[src/hw/tcf_pkg.sv]
package tcf_pkg;
    localparam int NUM_CH = 4;
    localparam logic [7:0] SUB_STATUS = 8'h01;
    localparam logic [7:0] SUB_CH_FIRST = 8'h02;
    localparam logic [7:0] SUB_CH_LAST = 8'h05;
    localparam logic [1:0] WIN_HIGH = 2'h0;
    localparam logic [1:0] WIN_LOW = 2'h1;
    localparam logic [1:0] WIN_CTRL = 2'h2;
    localparam int CTL_ON = 7;
    localparam int CTL_POL = 6;
    localparam int CTL_IE = 5;
    localparam int CTL_UE = 4;
    localparam int CTL_RSVD = 3;
    localparam int CTL_MODE_LSB = 0;
    localparam int CTL_MODE_MSB = 2;
    localparam logic [7:0] CTL_WR_MASK = 8'hF7;
    localparam logic [7:0] CTL_RESET = 8'h00;
    localparam logic [15:0] VAL_RESET = 16'h0000;
    localparam logic [7:0] RD_NONE = 8'h00;

    typedef enum logic [2:0] {
        MODE_ONESHOT = 3'b000,
        MODE_CONT = 3'b001,
        MODE_PWM = 3'b010,
        MODE_CAPTURE = 3'b011
    } tcf_mode_t;

    // Channel hit in bit 2, channel index in bits 1:0
    function automatic logic [2:0] tcf_ch_index(input logic [7:0] sub);
        logic [7:0] off;
        off = sub - SUB_CH_FIRST;
        tcf_ch_index = {(sub >= SUB_CH_FIRST) && (sub <= SUB_CH_LAST), off[1:0]};
    endfunction

    // Replaces the high or low byte of a 16-bit value
    function automatic logic [15:0] tcf_merge(input logic [15:0] old, input logic [7:0] data,
                                             input logic high);
        tcf_merge = high ? {data, old[7:0]} : {old[15:8], data};
    endfunction
endpackage

[src/hw/tcf_top.sv]
`timescale 1ns/1ps
module tcf_top #(
    parameter int CNT_W = 16
) (
    input wire logic clock,
    input wire logic rst_n,
    input wire logic [7:0] subAddr,
    input wire logic [1:0] winSel,
    input wire logic wrEn,
    input wire logic rdEn,
    input wire logic [7:0] wrData,
    output logic [7:0] rdData,
    input wire logic timerRun,
    input wire logic upDownMode,
    input wire logic countingDown,
    input wire logic endOfCycle,
    input wire logic [CNT_W-1:0] count,
    input wire logic [CNT_W-1:0] reload,
    input wire logic [tcf_pkg::NUM_CH-1:0] chanIn,
    output logic [tcf_pkg::NUM_CH-1:0] chanOut,
    output logic [tcf_pkg::NUM_CH-1:0] chanIrq
);
    localparam int N = tcf_pkg::NUM_CH;

    logic [7:0] ctrl [N];
    logic [CNT_W-1:0] value [N];
    logic [CNT_W-1:0] pending [N];
    logic [N-1:0] pendValid;
    logic [N-1:0] flags;
    logic [N-1:0] chEvent;
    logic [N-1:0] capStrobe;
    logic [N-1:0] ieVec;
    logic [N-1:0] ueVec;
    logic [N-1:0] rsvdVec;
    logic [2:0] hitInfo;
    logic chHit;
    logic [1:0] chIdx;
    logic wrCtrl;
    logic wrHigh;
    logic wrLow;
    logic wrStatus;
    logic [N-1:0] clearMask;

    // =========================================================
    // Register decode
    assign hitInfo = tcf_pkg::tcf_ch_index(subAddr);
    assign chHit = hitInfo[2];
    assign chIdx = hitInfo[1:0];
    assign wrCtrl = wrEn && chHit && (winSel == tcf_pkg::WIN_CTRL);
    assign wrHigh = wrEn && chHit && (winSel == tcf_pkg::WIN_HIGH);
    assign wrLow = wrEn && chHit && (winSel == tcf_pkg::WIN_LOW);
    assign wrStatus = wrEn && (winSel == tcf_pkg::WIN_LOW) && (subAddr == tcf_pkg::SUB_STATUS);
    assign clearMask = wrStatus ? wrData[N-1:0] : '0;

    // =========================================================
    // Channel control registers
    always_ff @(posedge clock) begin
        for (int i = 0; i < N; i++) begin
            if (!rst_n) begin
                ctrl[i] <= tcf_pkg::CTL_RESET;
            end else if (wrCtrl && chIdx == 2'(i)) begin
                ctrl[i] <= wrData & tcf_pkg::CTL_WR_MASK;
            end
        end
    end

    // =========================================================
    // Capture/compare values with end-of-cycle buffering
    always_ff @(posedge clock) begin
        for (int i = 0; i < N; i++) begin
            if (!rst_n) begin
                value[i] <= tcf_pkg::VAL_RESET;
                pending[i] <= tcf_pkg::VAL_RESET;
                pendValid[i] <= 1'b0;
            end else if (capStrobe[i]) begin
                value[i] <= count;
                pendValid[i] <= 1'b0;
            end else if ((wrHigh || wrLow) && chIdx == 2'(i)) begin
                if (timerRun && !ueVec[i]) begin
                    pending[i] <= tcf_pkg::tcf_merge(pendValid[i] ? pending[i] : value[i],
                                                     wrData, wrHigh);
                    pendValid[i] <= 1'b1;
                end else begin
                    value[i] <= tcf_pkg::tcf_merge(value[i], wrData, wrHigh);
                    pendValid[i] <= 1'b0;
                end
            end else if (pendValid[i] && (endOfCycle || !timerRun)) begin
                value[i] <= pending[i];
                pendValid[i] <= 1'b0;
            end
        end
    end

    // =========================================================
    // Event flags and interrupts
    always_ff @(posedge clock) begin
        if (!rst_n) begin
            flags <= '0;
        end else if (!timerRun) begin
            flags <= '0;
        end else begin
            flags <= (flags & ~clearMask) | chEvent;
        end
    end

    always_ff @(posedge clock) begin
        if (!rst_n) begin
            chanIrq <= '0;
        end else begin
            chanIrq <= chEvent & ieVec;
        end
    end

    // =========================================================
    // Read port
    always_ff @(posedge clock) begin
        if (!rst_n) begin
            rdData <= tcf_pkg::RD_NONE;
        end else if (rdEn) begin
            rdData <= tcf_pkg::RD_NONE;
            if (chHit) begin
                unique case (winSel)
                    tcf_pkg::WIN_HIGH: rdData <= value[chIdx][15:8];
                    tcf_pkg::WIN_LOW: rdData <= value[chIdx][7:0];
                    tcf_pkg::WIN_CTRL: rdData <= ctrl[chIdx];
                    default: rdData <= tcf_pkg::RD_NONE;
                endcase
            end else if (winSel == tcf_pkg::WIN_LOW && subAddr == tcf_pkg::SUB_STATUS) begin
                rdData <= {{(8 - N){1'b0}}, flags};
            end
        end
    end

    // =========================================================
    // Channels
    for (genvar g = 0; g < N; g++) begin : gCh
        assign ieVec[g] = ctrl[g][tcf_pkg::CTL_IE];
        assign ueVec[g] = ctrl[g][tcf_pkg::CTL_UE];
        assign rsvdVec[g] = ctrl[g][tcf_pkg::CTL_RSVD];
        tcf_channel #(
            .CNT_W(CNT_W)
        ) uChannel (
            .clock(clock),
            .rst_n(rst_n),
            .chanOn(ctrl[g][tcf_pkg::CTL_ON]),
            .chanPolarity(ctrl[g][tcf_pkg::CTL_POL]),
            .modeSel(ctrl[g][tcf_pkg::CTL_MODE_MSB:tcf_pkg::CTL_MODE_LSB]),
            .timerRun(timerRun),
            .upDownMode(upDownMode),
            .countingDown(countingDown),
            .count(count),
            .reload(reload),
            .compareValue(value[g]),
            .chanIn(chanIn[g]),
            .chanOut(chanOut[g]),
            .chanEvent(chEvent[g]),
            .captureStrobe(capStrobe[g])
        );
    end
endmodule

[src/hw/tcf_channel.sv]
`timescale 1ns/1ps
module tcf_channel #(
    parameter int CNT_W = 16
) (
    input wire logic clock,
    input wire logic rst_n,
    input wire logic chanOn,
    input wire logic chanPolarity,
    input wire logic [2:0] modeSel,
    input wire logic timerRun,
    input wire logic upDownMode,
    input wire logic countingDown,
    input wire logic [CNT_W-1:0] count,
    input wire logic [CNT_W-1:0] reload,
    input wire logic [CNT_W-1:0] compareValue,
    input wire logic chanIn,
    output logic chanOut,
    output logic chanEvent,
    output logic captureStrobe
);
    tcf_pkg::tcf_mode_t mode;
    logic inPrev;
    logic match;
    logic reloadHit;
    logic edgeSeen;

    assign mode = tcf_pkg::tcf_mode_t'(modeSel);
    assign match = timerRun && (count == compareValue);
    assign reloadHit = timerRun && (count == reload);
    assign edgeSeen = chanPolarity ? (inPrev && !chanIn) : (!inPrev && chanIn);

    always_ff @(posedge clock) begin
        if (!rst_n) begin
            inPrev <= 1'b0;
        end else begin
            inPrev <= chanIn;
        end
    end

    // =========================================================
    // Events
    always_comb begin
        chanEvent = 1'b0;
        captureStrobe = 1'b0;
        if (chanOn) begin
            unique case (modeSel)
                3'b000, 3'b001, 3'b010: begin
                    chanEvent = match;
                end
                3'b011: begin
                    chanEvent = timerRun && edgeSeen;
                    captureStrobe = timerRun && edgeSeen;
                end
                default: begin
                    chanEvent = 1'b0;
                end
            endcase
        end
    end

    // =========================================================
    // Output pin
    always_ff @(posedge clock) begin
        if (!rst_n) begin
            chanOut <= 1'b0;
        end else begin
            unique case (mode)
                tcf_pkg::MODE_ONESHOT: begin
                    chanOut <= chanPolarity ^ (chanOn && match);
                end
                tcf_pkg::MODE_CONT: begin
                    if (!chanOn) begin
                        chanOut <= chanPolarity;
                    end else if (match) begin
                        chanOut <= !chanOut;
                    end
                end
                tcf_pkg::MODE_PWM: begin
                    if (!chanOn) begin
                        chanOut <= 1'b0;
                    end else if (upDownMode) begin
                        if (match) begin
                            chanOut <= !countingDown;
                        end
                    end else if (reloadHit) begin
                        chanOut <= 1'b0;
                    end else if (match) begin
                        chanOut <= 1'b1;
                    end
                end
                default: begin
                    chanOut <= chanPolarity;
                end
            endcase
        end
    end
endmodule

[config.mk]
export PLATFORM = sky130hd
export DESIGN_NAME = tcf_top
export DESIGN_NICKNAME = d
export VERILOG_FILES = /design/src/hw/tcf_pkg.sv /design/src/hw/tcf_top.sv /design/src/hw/tcf_channel.sv
export SDC_FILE = /design/constraint.sdc
export NUM_CORES = 1
export LEC_CHECK = 0
export BUFFER_PORTS_ARGS = -buffer_cell sky130_fd_sc_hd__buf_2
export CAP_MARGIN = 20
export CORE_ASPECT_RATIO = 1.1
export CORE_UTILIZATION = 50
export CTS_CLUSTER_SIZE = 20
export DETAILED_ROUTE_END_ITERATION = 8
export PLACE_DENSITY = 0.71
export SYNTH_ARGS = -nofsm -noshare
export SYNTH_HDL_FRONTEND = slang
export SYNTH_SLANG_ARGS = --single-unit
[constraint.sdc]
create_clock -name clock -period 2.7 [get_ports clock]
set_input_delay 0.27 -clock clock [delete_from_list [all_inputs] [get_ports clock]]
set_output_delay 0.27 -clock clock [all_outputs]
set_load 0.02 [all_outputs]
== Yosys cells after proc, flatten, opt, wreduce, memory -nomap -nowiden ==
Memory sizes are Yosys's and may differ from the RTL's.
Index checks and enable logic that the tools add are counted.
W data, S select, Z words.
Operators by class
  add/sub/neg operators: 1
  magnitude comparators: 2
  equal/unequal tests: 35
  mux-type cells: 181
  bitwise logic cells: 29
  reductions and logical operators: 88
Operators by type and width (count)
  $mux W16: 28
  $mux W1: 137
  $eq A16 B16 Y1: 5
  $logic_and A1 B1 Y1: 45
  $ne A4 B4 Y1 const B: 8
  $mux W7: 4
  $eq A3 B2 Y1 const B: 8
  $pmux W8 S3: 1
  $or A1 B1 Y1: 20
  $logic_not A1 Y1: 18
  $eq A3 B1 Y1 const B: 4
  $logic_not A3 Y1: 4
  $ne A3 B3 Y1 const B: 4
  $pmux W1 S3: 4
  $reduce_and A3 Y1: 4
  $reduce_or A3 Y1: 4
  $and A4 B4 Y4: 2
  $eq A8 B1 Y1 const B: 1
  $ge A8 B2 Y1 const B: 1
  $le A8 B3 Y1 const B: 1
  $mux W4: 2
  $mux W8: 1
  $pmux W1 S2: 4
  $reduce_bool A2 Y1: 4
  11 further kinds: 22
Word-level totals
  register bits: 28
  RAM bits: 156
  memories kept: 3
Memories
  pending: depth 4, width 16, rd ports 4, clocked after Yosys merged registers in 0, write ports 4, RTL line tcf_top.sv:27  | logic [CNT_W-1:0] pending [N];
  value: depth 4, width 16, rd ports 5, clocked after Yosys merged registers in 0, write ports 4, RTL line tcf_top.sv:26  | logic [CNT_W-1:0] value [N];
  ctrl: depth 4, width 7, rd ports 5, clocked after Yosys merged registers in 0, write ports 4, RTL line tcf_top.sv:25  | logic [7:0] ctrl [N];

== Longest topological paths before layout ==
Gate-level depths: netlist (run 1).
  depth after elaboration: 12
  depth in mapped cells: 9
  gate-level depth less buffers: 7

== Hierarchy ==
A second synthesis (run 1) with hierarchy kept.
Unflattened totals
  cells, all modules: 1160
  area, all modules: 11770.0 um^2
By module, submodules not included
  tcf_top: times used 1, cells each 836, area each 9437.8 um^2, sequential area each 5084.9 um^2
  tcf_channel: times used 4, cells each 81, area each 583.1 um^2, sequential area each 40.0 um^2

== Worst setup path before layout (run 1) ==
No wires, ideal clock.
  path kind: register to register
  from: mem ctrl[3][5] (netlist bit)
  to: mem pending[3][0], enable pin
  setup time: 0.384 ns
  arrival: 2.540 ns
  slack: -0.224 ns
  stages on the path, launching flop included: 7
  buffers on the path: 1
  path through: edfxtp_1 and3b_1 o2111ai_1 nand2_1 or4b_2 clkbuf_1 o21ai_0
RTL lines (RTL line)
  start: declaration: tcf_top.sv:25
  end: declaration: tcf_top.sv:27

==> metrics.md, run 1 <==
| Metric | Value |
|---|---|
| Run status | `finished, final reports clean` |
| Number of flops mapped to enable cells by yosys | `156` |
| Unique cell type count in the Yosys netlist | `just over 60` |
| Power consumption | `6531 µW` |
| Resize count post-CTS | `0` |
| Die width | `139.8 µm` |
| Final weighted congestion in routability-driven placement | `approximately 1.0` |
| Register area share after synthesis | `0.5019` |
| I/O pin count | `between 70 and 80` |
| Normalized max-slew margin | `0.5452` |
| Area post-placement | `~0.012 mm²` |
| Count of placed standard cells in the final layout, fillers left out | `1411` |
| Hold crit path type | `input port to flop` |
| Hold Slack | `about 0.05 ns` |
| Slew at the pin closest to its max-slew limit | `0.6796 ns` |
| Post-synthesis instance area | `roughly 0.010 mm²` |
| Final hold viol count | `0` |
| Root Driver | `sky130_fd_sc_hd__clkbuf_16` |
| Area of the core | `about 0.02 mm²` |
| Kind of critical path | `flop to flop` |
| Count of antenna-violating nets left after detailed routing | `0` |
| Total nets after synthesis | `between 1000 and 1500` |
| Most common cell in the synthesized netlist | `sky130_fd_sc_hd__nand2_1` |
| Die extent in y | `between 150 and 200 µm` |
| Antenna violations before repair | `0` |
| Endpoint of the worst register-to-register path | `pending[3][1]$_SDFFCE_PP0P_` |
| Number of diodes added for antenna fixing | `0` |
| Worst Path Required | `2.85 ns` |
| Highest net fanout along the worst path | `8` |
| Final Routed Wirelength | `~37000 µm` |
| Arrival time at the worst endpoint | `2.73 ns` |
| Startpoint of the tightest hold check path | `chanIn[2]` |
| CP Capture Type | `flop` |
| Cell total after placement | `between 1000 and 1500` |
| Mean routed wirelength per cell | `about 26 µm` |
| #FFs+latches synth | `between 150 and 200` |
| Ratio of cells with drive above 1 in the final layout | `0.2156` |
| Nature of the critical path startpoint | `flop` |
| TritonCTS clock tree | `yes` |
| Yosys Warn Count | `0` |
| Reg-to-Reg Start | `ctrl[3][5]$_SDFFCE_PN0P_` |
| Setup Fix Bufs, Post-CTS | `0` |
| FP Rows | `55` |
| Clock Latency Late Sink | `about 0.44 ns` |
| Total leakage power | `0.004682 µW` |
| Setup repair after global routing missed its margin | `no` |
| Maximum clock insertion buffer count | `2` |
| Largest net degree at the start of global routing | `33` |
| Violation count after the first detailed-route iteration | `between 1000 and 1500` |
| # clock sinks | `approximately 180` |
| # port buffers | `77` |
| CTS HTree Levels | `4` |
| Via count of the first global-routing pass | `between 8000 and 9000` |
| Share of Yosys cell area claimed by the top area cell type | `0.4483` |
| Total DRC errors in the routed layout | `0` |
| Via density | `approximately 6.6` |
| Number of cells on the worst hold path | `2` |
| Total number of vias | `just over 9000` |
| Post-synthesis average cell area | `~10 µm²` |
| Area growth syn-to-layout | `16.99%` |
| Total setup violations reported at the end of the flow | `0` |
| Starting density of the core | `0.5096` |
| Final standard cell area without fillers | `0.01223 mm²` |
| HPWL Detailed | `roughly 27000 µm` |
| Number of buffers inserted during clock tree synthesis | `17` |
| Maximum capacitance violations | `0` |
| Grt total ovfl | `0` |
| Clock transition at the register clock pins on the worst setup and hold paths after CTS | `~0.070 ns` |
| Maximum VDD drop | `between 0.3 and 0.4 mV` |
| Endpoint of the worst hold-timing path | `gCh[2].uChannel.inPrev$_SDFF_PN0_` |
| Final critical path time including I/O delays and setup | `between 2 and 3 ns` |
| Post-layout net count | `1204` |
| Global router's overall resource usage | `0.3538` |
| Cell accounting for the most synthesized area | `sky130_fd_sc_hd__edfxtp_1` |
| Post-route clock skew | `between 0.009 and 0.01 ns` |
| Top cells by area in the synthesized netlist | `sky130_fd_sc_hd__edfxtp_1, sky130_fd_sc_hd__nand2_1, sky130_fd_sc_hd__dfxtp_1` |
| Cells after Synth | `about 1000` |
| Maximum operating frequency | `~390 MHz` |
| Most used flip-flop cell after synthesis | `sky130_fd_sc_hd__edfxtp_1` |
| Reg-to-reg slack, setup | `~0.12 ns` |
| Number of pins with negative max-slew slack in the final report | `0` |
| Cell Pwr Density | `about 530 mW/mm²` |
| Global-route wire length before repair | `about 55000 µm` |
| Area of the die | `roughly 0.021 mm²` |
| Post-route core utilization | `0.5962` |
| Count of hold-fix buffers inserted at cts | `0` |
| Worst Reg-to-Reg Cells | `7` |
| Async SR Flop Fraction | `0` |
| Leading cell types by count after synthesis | `sky130_fd_sc_hd__nand2_1, sky130_fd_sc_hd__edfxtp_1, sky130_fd_sc_hd__a21oi_1` |
| Period utilisation layout | `0.9552` |
| Total iterations of the first detailed-routing run | `6` |
-- logic make-up (layout without fill, tap and decap cells) --
kind of cell | Yosys count | count (layout) | synth area share
simple gates | 391 | 391 | 0.1807
compound gates | 211 | 211 | 0.1329
flops | 184 | 184 | 0.5019
buf+inv | 103 | 238 | 0.04155
xor+xnor | 85 | 85 | 0.07124
mux | 46 | 46 | 0.07172
-- worst max path at each step --
| stage | startpoint | to | slack, ns | cells past startpoint |
|---|---|---|---|---|
| after CTS | ctrl[3][5]$_SDFFCE_PN0P_ | value[3][11]$_DFFE_PP_ | 0.08 | 6 |
| after detailed placement | subAddr[3] | value[3][0]$_DFFE_PP_ | -0.08 | 11 |
| after global placement | subAddr[3] | value[3][2]$_DFFE_PP_ | -0.08 | 11 |
| final | ctrl[3][5]$_SDFFCE_PN0P_ | pending[3][1]$_SDFFCE_PP0P_ | 0.12 | 7 |
| after global routing | ctrl[3][5]$_SDFFCE_PN0P_ | pending[3][5]$_SDFFCE_PP0P_ | 0.05 | 7 |
| after floorplan | subAddr[3] | pending[2][0]$_SDFFCE_PP0P_ | -0.03 | 6 |
-- power by group --
group / switching (µW) / leakage [µW] / internal [µW] / total (µW)
clock network: 1150 / 0.000293 / 1380 / 2530
logic: 452 / 0.00257 / 278 / 730
registers: 101 / 0.00182 / 3170 / 3270
-- metrics by stage --
step | setup WS, ns | setup TNS [ns]
2_1_floorplan | -0.03348 | -0.5357
3_3_place_gp | -0.08261 | -0.6593
3_5_place_dp | -0.07546 | -0.8149
4_1_cts | 0.07982 | 0
5_1_grt | 0.04979 | 0
6_report | 0.1209 | 0
-- worst max-delay path, stage by stage (launching register included) --
cell	delay (ns)
sky130_fd_sc_hd__edfxtp_1	0.41
sky130_fd_sc_hd__and3b_1	0.20
sky130_fd_sc_hd__o2111ai_2	0.21
sky130_fd_sc_hd__nand2_1	0.13
sky130_fd_sc_hd__buf_4	0.18
sky130_fd_sc_hd__or4b_2	0.74
sky130_fd_sc_hd__o21ai_2	0.22
sky130_fd_sc_hd__buf_4	0.20
-- metal layers --
metal | vias up | global-route usage | part of all wire
met4 | 0 | 0.1879 | 0.058
met2 | 785 | 0.5645 | 0.46
met1 | 4417 | 0.4479 | 0.36
met5 | - | 0 | 0
li1 | 3956 | - | -
met3 | 158 | 0.08315 | 0.13
-- sequential cells by signal (all words and copies together) (netlist names) --
register / flops
chanIrq: 4
pendValid: 4
pending: 64
flags: 4
gCh.uChannel.inPrev: 4
value: 64
gCh.uChannel.chanOut: 4
ctrl: 28
rdData: 8
-- cells in the final DEF (no fill, tap or decap), drive strengths merged, types with 5 or more instances in the layout --
cell type / count
a21oi: 79
nor3b: 7
nand4: 13
a31oi: 5
o21ai: 26
nor2: 52
a221o: 11
edfxtp: 156
a32o: 16
nor3: 9
o22ai: 8
xnor2: 58
clkbuf: 25
o211ai: 7
dfxtp: 28
a22oi: 37
nor2b: 11
xor2: 27
and3: 13
nand3: 16
or3: 5
o31ai: 5
nor4: 10
nand2b: 6
inv: 35
nand2: 187
and2: 44
mux4: 23
mux2i: 22
buf: 175
-- cell type report --
type / instances / area [µm²]
fill: 1720 / 8282
sequential: 184 / 5245
multi-input combinational: 733 / 4800
timing repair buffer: 175 / 1162
clock buffer: 25 / 529.3
tap: 256 / 320.3
inverter: 31 / 116.4
clock inverter: 7 / 52.55
No activity file was read; power rests on OpenSTA's default activity.
==> run 2: changes to the inputs <==
- CORE_UTILIZATION: 50 -> 46
- PLACE_DENSITY: 0.71 -> 0.72
==> metrics.md, run 2 (synthesis results as in run 1) <==
| Metric | Value |
|---|---|
| Run status | `finished, final reports clean (unchanged)` |
| Commonest non-fill, non-tap cell in the layout | `sky130_fd_sc_hd__nand2_1 (unchanged)` |
| Grt total ovfl | `0 (unchanged)` |
| Setup repair after global routing missed its margin | `no (unchanged)` |
| Met2 routing resource usage after global routing | `0.5248 (was 0.5645)` |
| Maximum operating frequency | `383.1 MHz (was 387.7 MHz)` |
| Maximum capacitance violations | `0 (unchanged)` |
| Fraction of power spent switching nets | `0.2790 (was 0.2601)` |
| Hold crit path type | `input port to flop (unchanged)` |
| Power share of the clock group | `0.390 (was 0.387)` |
| Slew at the pin closest to its max-slew limit | `0.6294 ns (was 0.6796 ns)` |
| Clock Latency Late Sink | `0.45 ns (was 0.44 ns)` |
| Area growth syn-to-layout | `17.54% (was 16.99%)` |
| Via count of the first global-routing pass | `8586 (was 8978)` |
| Via density | `6.166 (was 6.602)` |
| Switching power | `1822 µW (was 1699 µW)` |
| FP Rows | `57 (was 55)` |
| Nature of the critical path startpoint | `flop (unchanged)` |
| Period utilisation layout | `0.9669 (was 0.9552)` |
| Met1 capacity usage during global routing | `0.3898 (was 0.4479)` |
| # port buffers | `77 (unchanged)` |
| Antenna violations before repair | `1 (was 0)` |
| Number of diodes added for antenna fixing | `0 (unchanged)` |
| Highest net fanout along the worst path | `17 (was 8)` |
| Cell Pwr Density | `531.8 mW/mm² (was 534.2 mW/mm²)` |
| Final critical path time including I/O delays and setup | `2.611 ns (was 2.579 ns)` |
| Top flop regs | `pending: 64 flops, value: 64 flops, ctrl: 28 flops (unchanged)` |
| Area of the core | `0.02218 mm² (was 0.02051 mm²)` |
| Mean routed wirelength per cell | `25.04 µm (was 26.38 µm)` |
| Global-route wire length before repair | `53700 µm (was 55350 µm)` |
| Final Routed Wirelength | `36340 µm (was 37220 µm)` |
| Power consumption | `6532 µW (was 6531 µW)` |
| Violation count after the first detailed-route iteration | `1006 (was 1175)` |
| Normalized max-slew margin | `0.5789 (was 0.5452)` |
| Count of antenna-violating nets left after detailed routing | `0 (unchanged)` |
| Number of pins with negative max-slew slack in the final report | `0 (unchanged)` |
| Buf+Inv Stages, Crit Path | `2 (unchanged)` |
| Hold Slack | `0.04668 ns (was 0.04859 ns)` |
| Final weighted congestion in routability-driven placement | `0.9766 (was 1.037)` |
| Cell Chain, Critical Path | `and3b_1, o2111ai_1, nand2_1, buf_4, or4b_2, buf_4, a21oi_1 (was and3b_1, o2111ai_2, nand2_1, buf_4, or4b_2, o21ai_2, buf_4)` |
| Number of buffers inserted during clock tree synthesis | `17 (unchanged)` |
| HPWL Detailed | `27140 µm (was 27350 µm)` |
| Most Used Layer, Global Route | `met2 (unchanged)` |
| Master of the slowest instance on the critical path | `sky130_fd_sc_hd__or4b_2 (unchanged)` |
| Maximum clock insertion buffer count | `2 (unchanged)` |
| Total DRC errors in the routed layout | `0 (unchanged)` |
| Total iterations of the first detailed-routing run | `6 (unchanged)` |
| Worst path most repeated cell | `sky130_fd_sc_hd__buf_4 (unchanged)` |
| Kind of critical path | `flop to flop (unchanged)` |
| Grt met3 use | `0.05600 (was 0.08315)` |
| Area of the die | `0.02333 mm² (was 0.02148 mm²)` |
| Worst Path Required | `2.95 ns (was 2.85 ns)` |
| I/O pin count | `78 (unchanged)` |
| Root Driver | `sky130_fd_sc_hd__clkbuf_16 (unchanged)` |
| Total number of vias | `8947 (was 9316)` |
| Power share of the sequential group | `0.500 (was 0.501)` |
| Clock transition at the register clock pins on the worst setup and hold paths after CTS | `0.08 ns (was 0.07 ns)` |
| Final hold viol count | `0 (unchanged)` |
| Largest net degree at the start of global routing | `30 (was 33)` |
| Ratio of cells with drive above 1 in the final layout | `0.2171 (was 0.2156)` |
| Die width | `145.7 µm (was 139.8 µm)` |
| Arrival time at the worst endpoint | `2.86 ns (was 2.73 ns)` |
| Post-route clock skew | `0.01383 ns (was 0.009816 ns)` |
| CTS HTree Levels | `4 (unchanged)` |
| Maximum VDD drop | `0.4050 mV (was 0.3770 mV)` |
| Setup_tns | `0 ns (unchanged)` |
| Critical Path Max Stage Delay | `0.70 ns (was 0.74 ns)` |
| Internal power contribution | `4710 µW (was 4832 µW)` |
| Die extent in y | `160.1 µm (was 153.6 µm)` |
| # clock sinks | `184 (unchanged)` |
| Post-layout net count | `1205 (was 1204)` |
| Comb pwr share | `0.110 (was 0.112)` |
| Leading cell types in the layout, fill and taps excluded | `sky130_fd_sc_hd__nand2_1, sky130_fd_sc_hd__edfxtp_1, sky130_fd_sc_hd__buf_4 (unchanged)` |
| Total leakage power | `0.004691 µW (was 0.004682 µW)` |
| Cell class contributing the biggest share of worst-path delay | `simple AND/OR/NAND/NOR gates (unchanged)` |
| Total setup violations reported at the end of the flow | `0 (unchanged)` |
| CP Capture Type | `flop (unchanged)` |
| Global router's overall resource usage | `0.3157 (was 0.3538)` |
| TritonCTS clock tree | `yes (unchanged)` |
| Fillers | `1959 (was 1720)` |
| Starting density of the core | `0.4711 (was 0.5096)` |
==> run 2: changes by cell type in the layout (fill, tap and decap cells not counted) <==
| cell | delta |
|---|---|
| sky130_fd_sc_hd__o2111ai_1 | +1 |
| sky130_fd_sc_hd__inv_8 | +3 |
| sky130_fd_sc_hd__clkinv_8 | +5 |
| sky130_fd_sc_hd__buf_4 | +2 |
| sky130_fd_sc_hd__clkbuf_8 | -3 |
| sky130_fd_sc_hd__buf_12 | -1 |
| sky130_fd_sc_hd__clkinv_2 | -1 |
| sky130_fd_sc_hd__inv_4 | -2 |
| sky130_fd_sc_hd__clkbuf_2 | -1 |
| sky130_fd_sc_hd__clkbuf_1 | -2 |
| sky130_fd_sc_hd__inv_6 | +3 |
| sky130_fd_sc_hd__clkbuf_16 | -2 |
| sky130_fd_sc_hd__o2111ai_2 | -1 |
==> run 2: stage by stage <==
stage	area [µm²]	worst slack, ns	instances	util
2_1_floorplan	10460	-0.03348	1020	-
5_1_grt	12280	0.01144	1451	0.5538
3_3_place_gp	11650	-0.06964	1416	0.5254
4_1_cts	12260	0.1172	1449	0.5529
3_5_place_dp	11660	-0.06740	1417	0.5257
6_report	12280	0.08950	1451	0.5538
==> run 2: cell type report <==
| class | count | area (µm²) | share of cell area |
|---|---|---|---|
| sequential | 184 | 5245 | 0.4270 |
| multi-input combinational | 733 | 4793 | 0.3902 |
| timing repair buffer | 176 | 1157 | 0.09422 |
| clock buffer | 17 | 425.4 | 0.03463 |
| tap | 295 | 369.1 | 0.03005 |
| clock inverter | 15 | 176.4 | 0.01436 |
| inverter | 31 | 116.4 | 0.009473 |
==> run 2: worst paths after layout <==
kind	cells after the start	to	slack, ns	from
setup / recovery	7	pending[3][15]$_SDFFCE_PP0P_	0.09	ctrl[3][5]$_SDFFCE_PN0P_
hold / removal	2	gCh[1].uChannel.inPrev$_SDFF_PN0_	0.05	chanIn[1]
setup reg to reg	7	pending[3][15]$_SDFFCE_PP0P_	0.09	ctrl[3][5]$_SDFFCE_PN0P_
hold reg to reg	2	flags[2]$_SDFF_PN0_	0.47	flags[2]$_SDFF_PN0_
==> run 2: what timing repair did <==
item                                   CTS  global route
setup endpoints to repair                8             0
buffers inserted                         0             0
endpoints found under the hold margin    0             0
hold buffers                             0             0
gates resized for setup                  1             0
==> run 2: metal layers <==
metal  vias up  routed length [µm]
met5         -                   0
met1      4247               13290
met2       601               17530
met4         0                2092
met3       135                3429
li1       3964                   -
==> run 2: worst reg2reg max path: stages (launching register included) <==
cell and delay (ns):
sky130_fd_sc_hd__edfxtp_1 0.41, sky130_fd_sc_hd__and3b_1 0.20, sky130_fd_sc_hd__o2111ai_1 0.30, sky130_fd_sc_hd__nand2_1 0.12
sky130_fd_sc_hd__buf_4 0.17, sky130_fd_sc_hd__or4b_2 0.70, sky130_fd_sc_hd__buf_4 0.25, sky130_fd_sc_hd__a21oi_1 0.27
==> run 2: power groups by stage <==
stage | sequential, µW | combinational (µW) | clock [µW]
after floorplan | 3290 | 407 | 0
after global placement | 3330 | 695 | 0
after detailed placement | 3330 | 701 | 0
after CTS | 3260 | 705 | 2570
after global routing | 3270 | 756 | 2680
final | 3270 | 720 | 2550
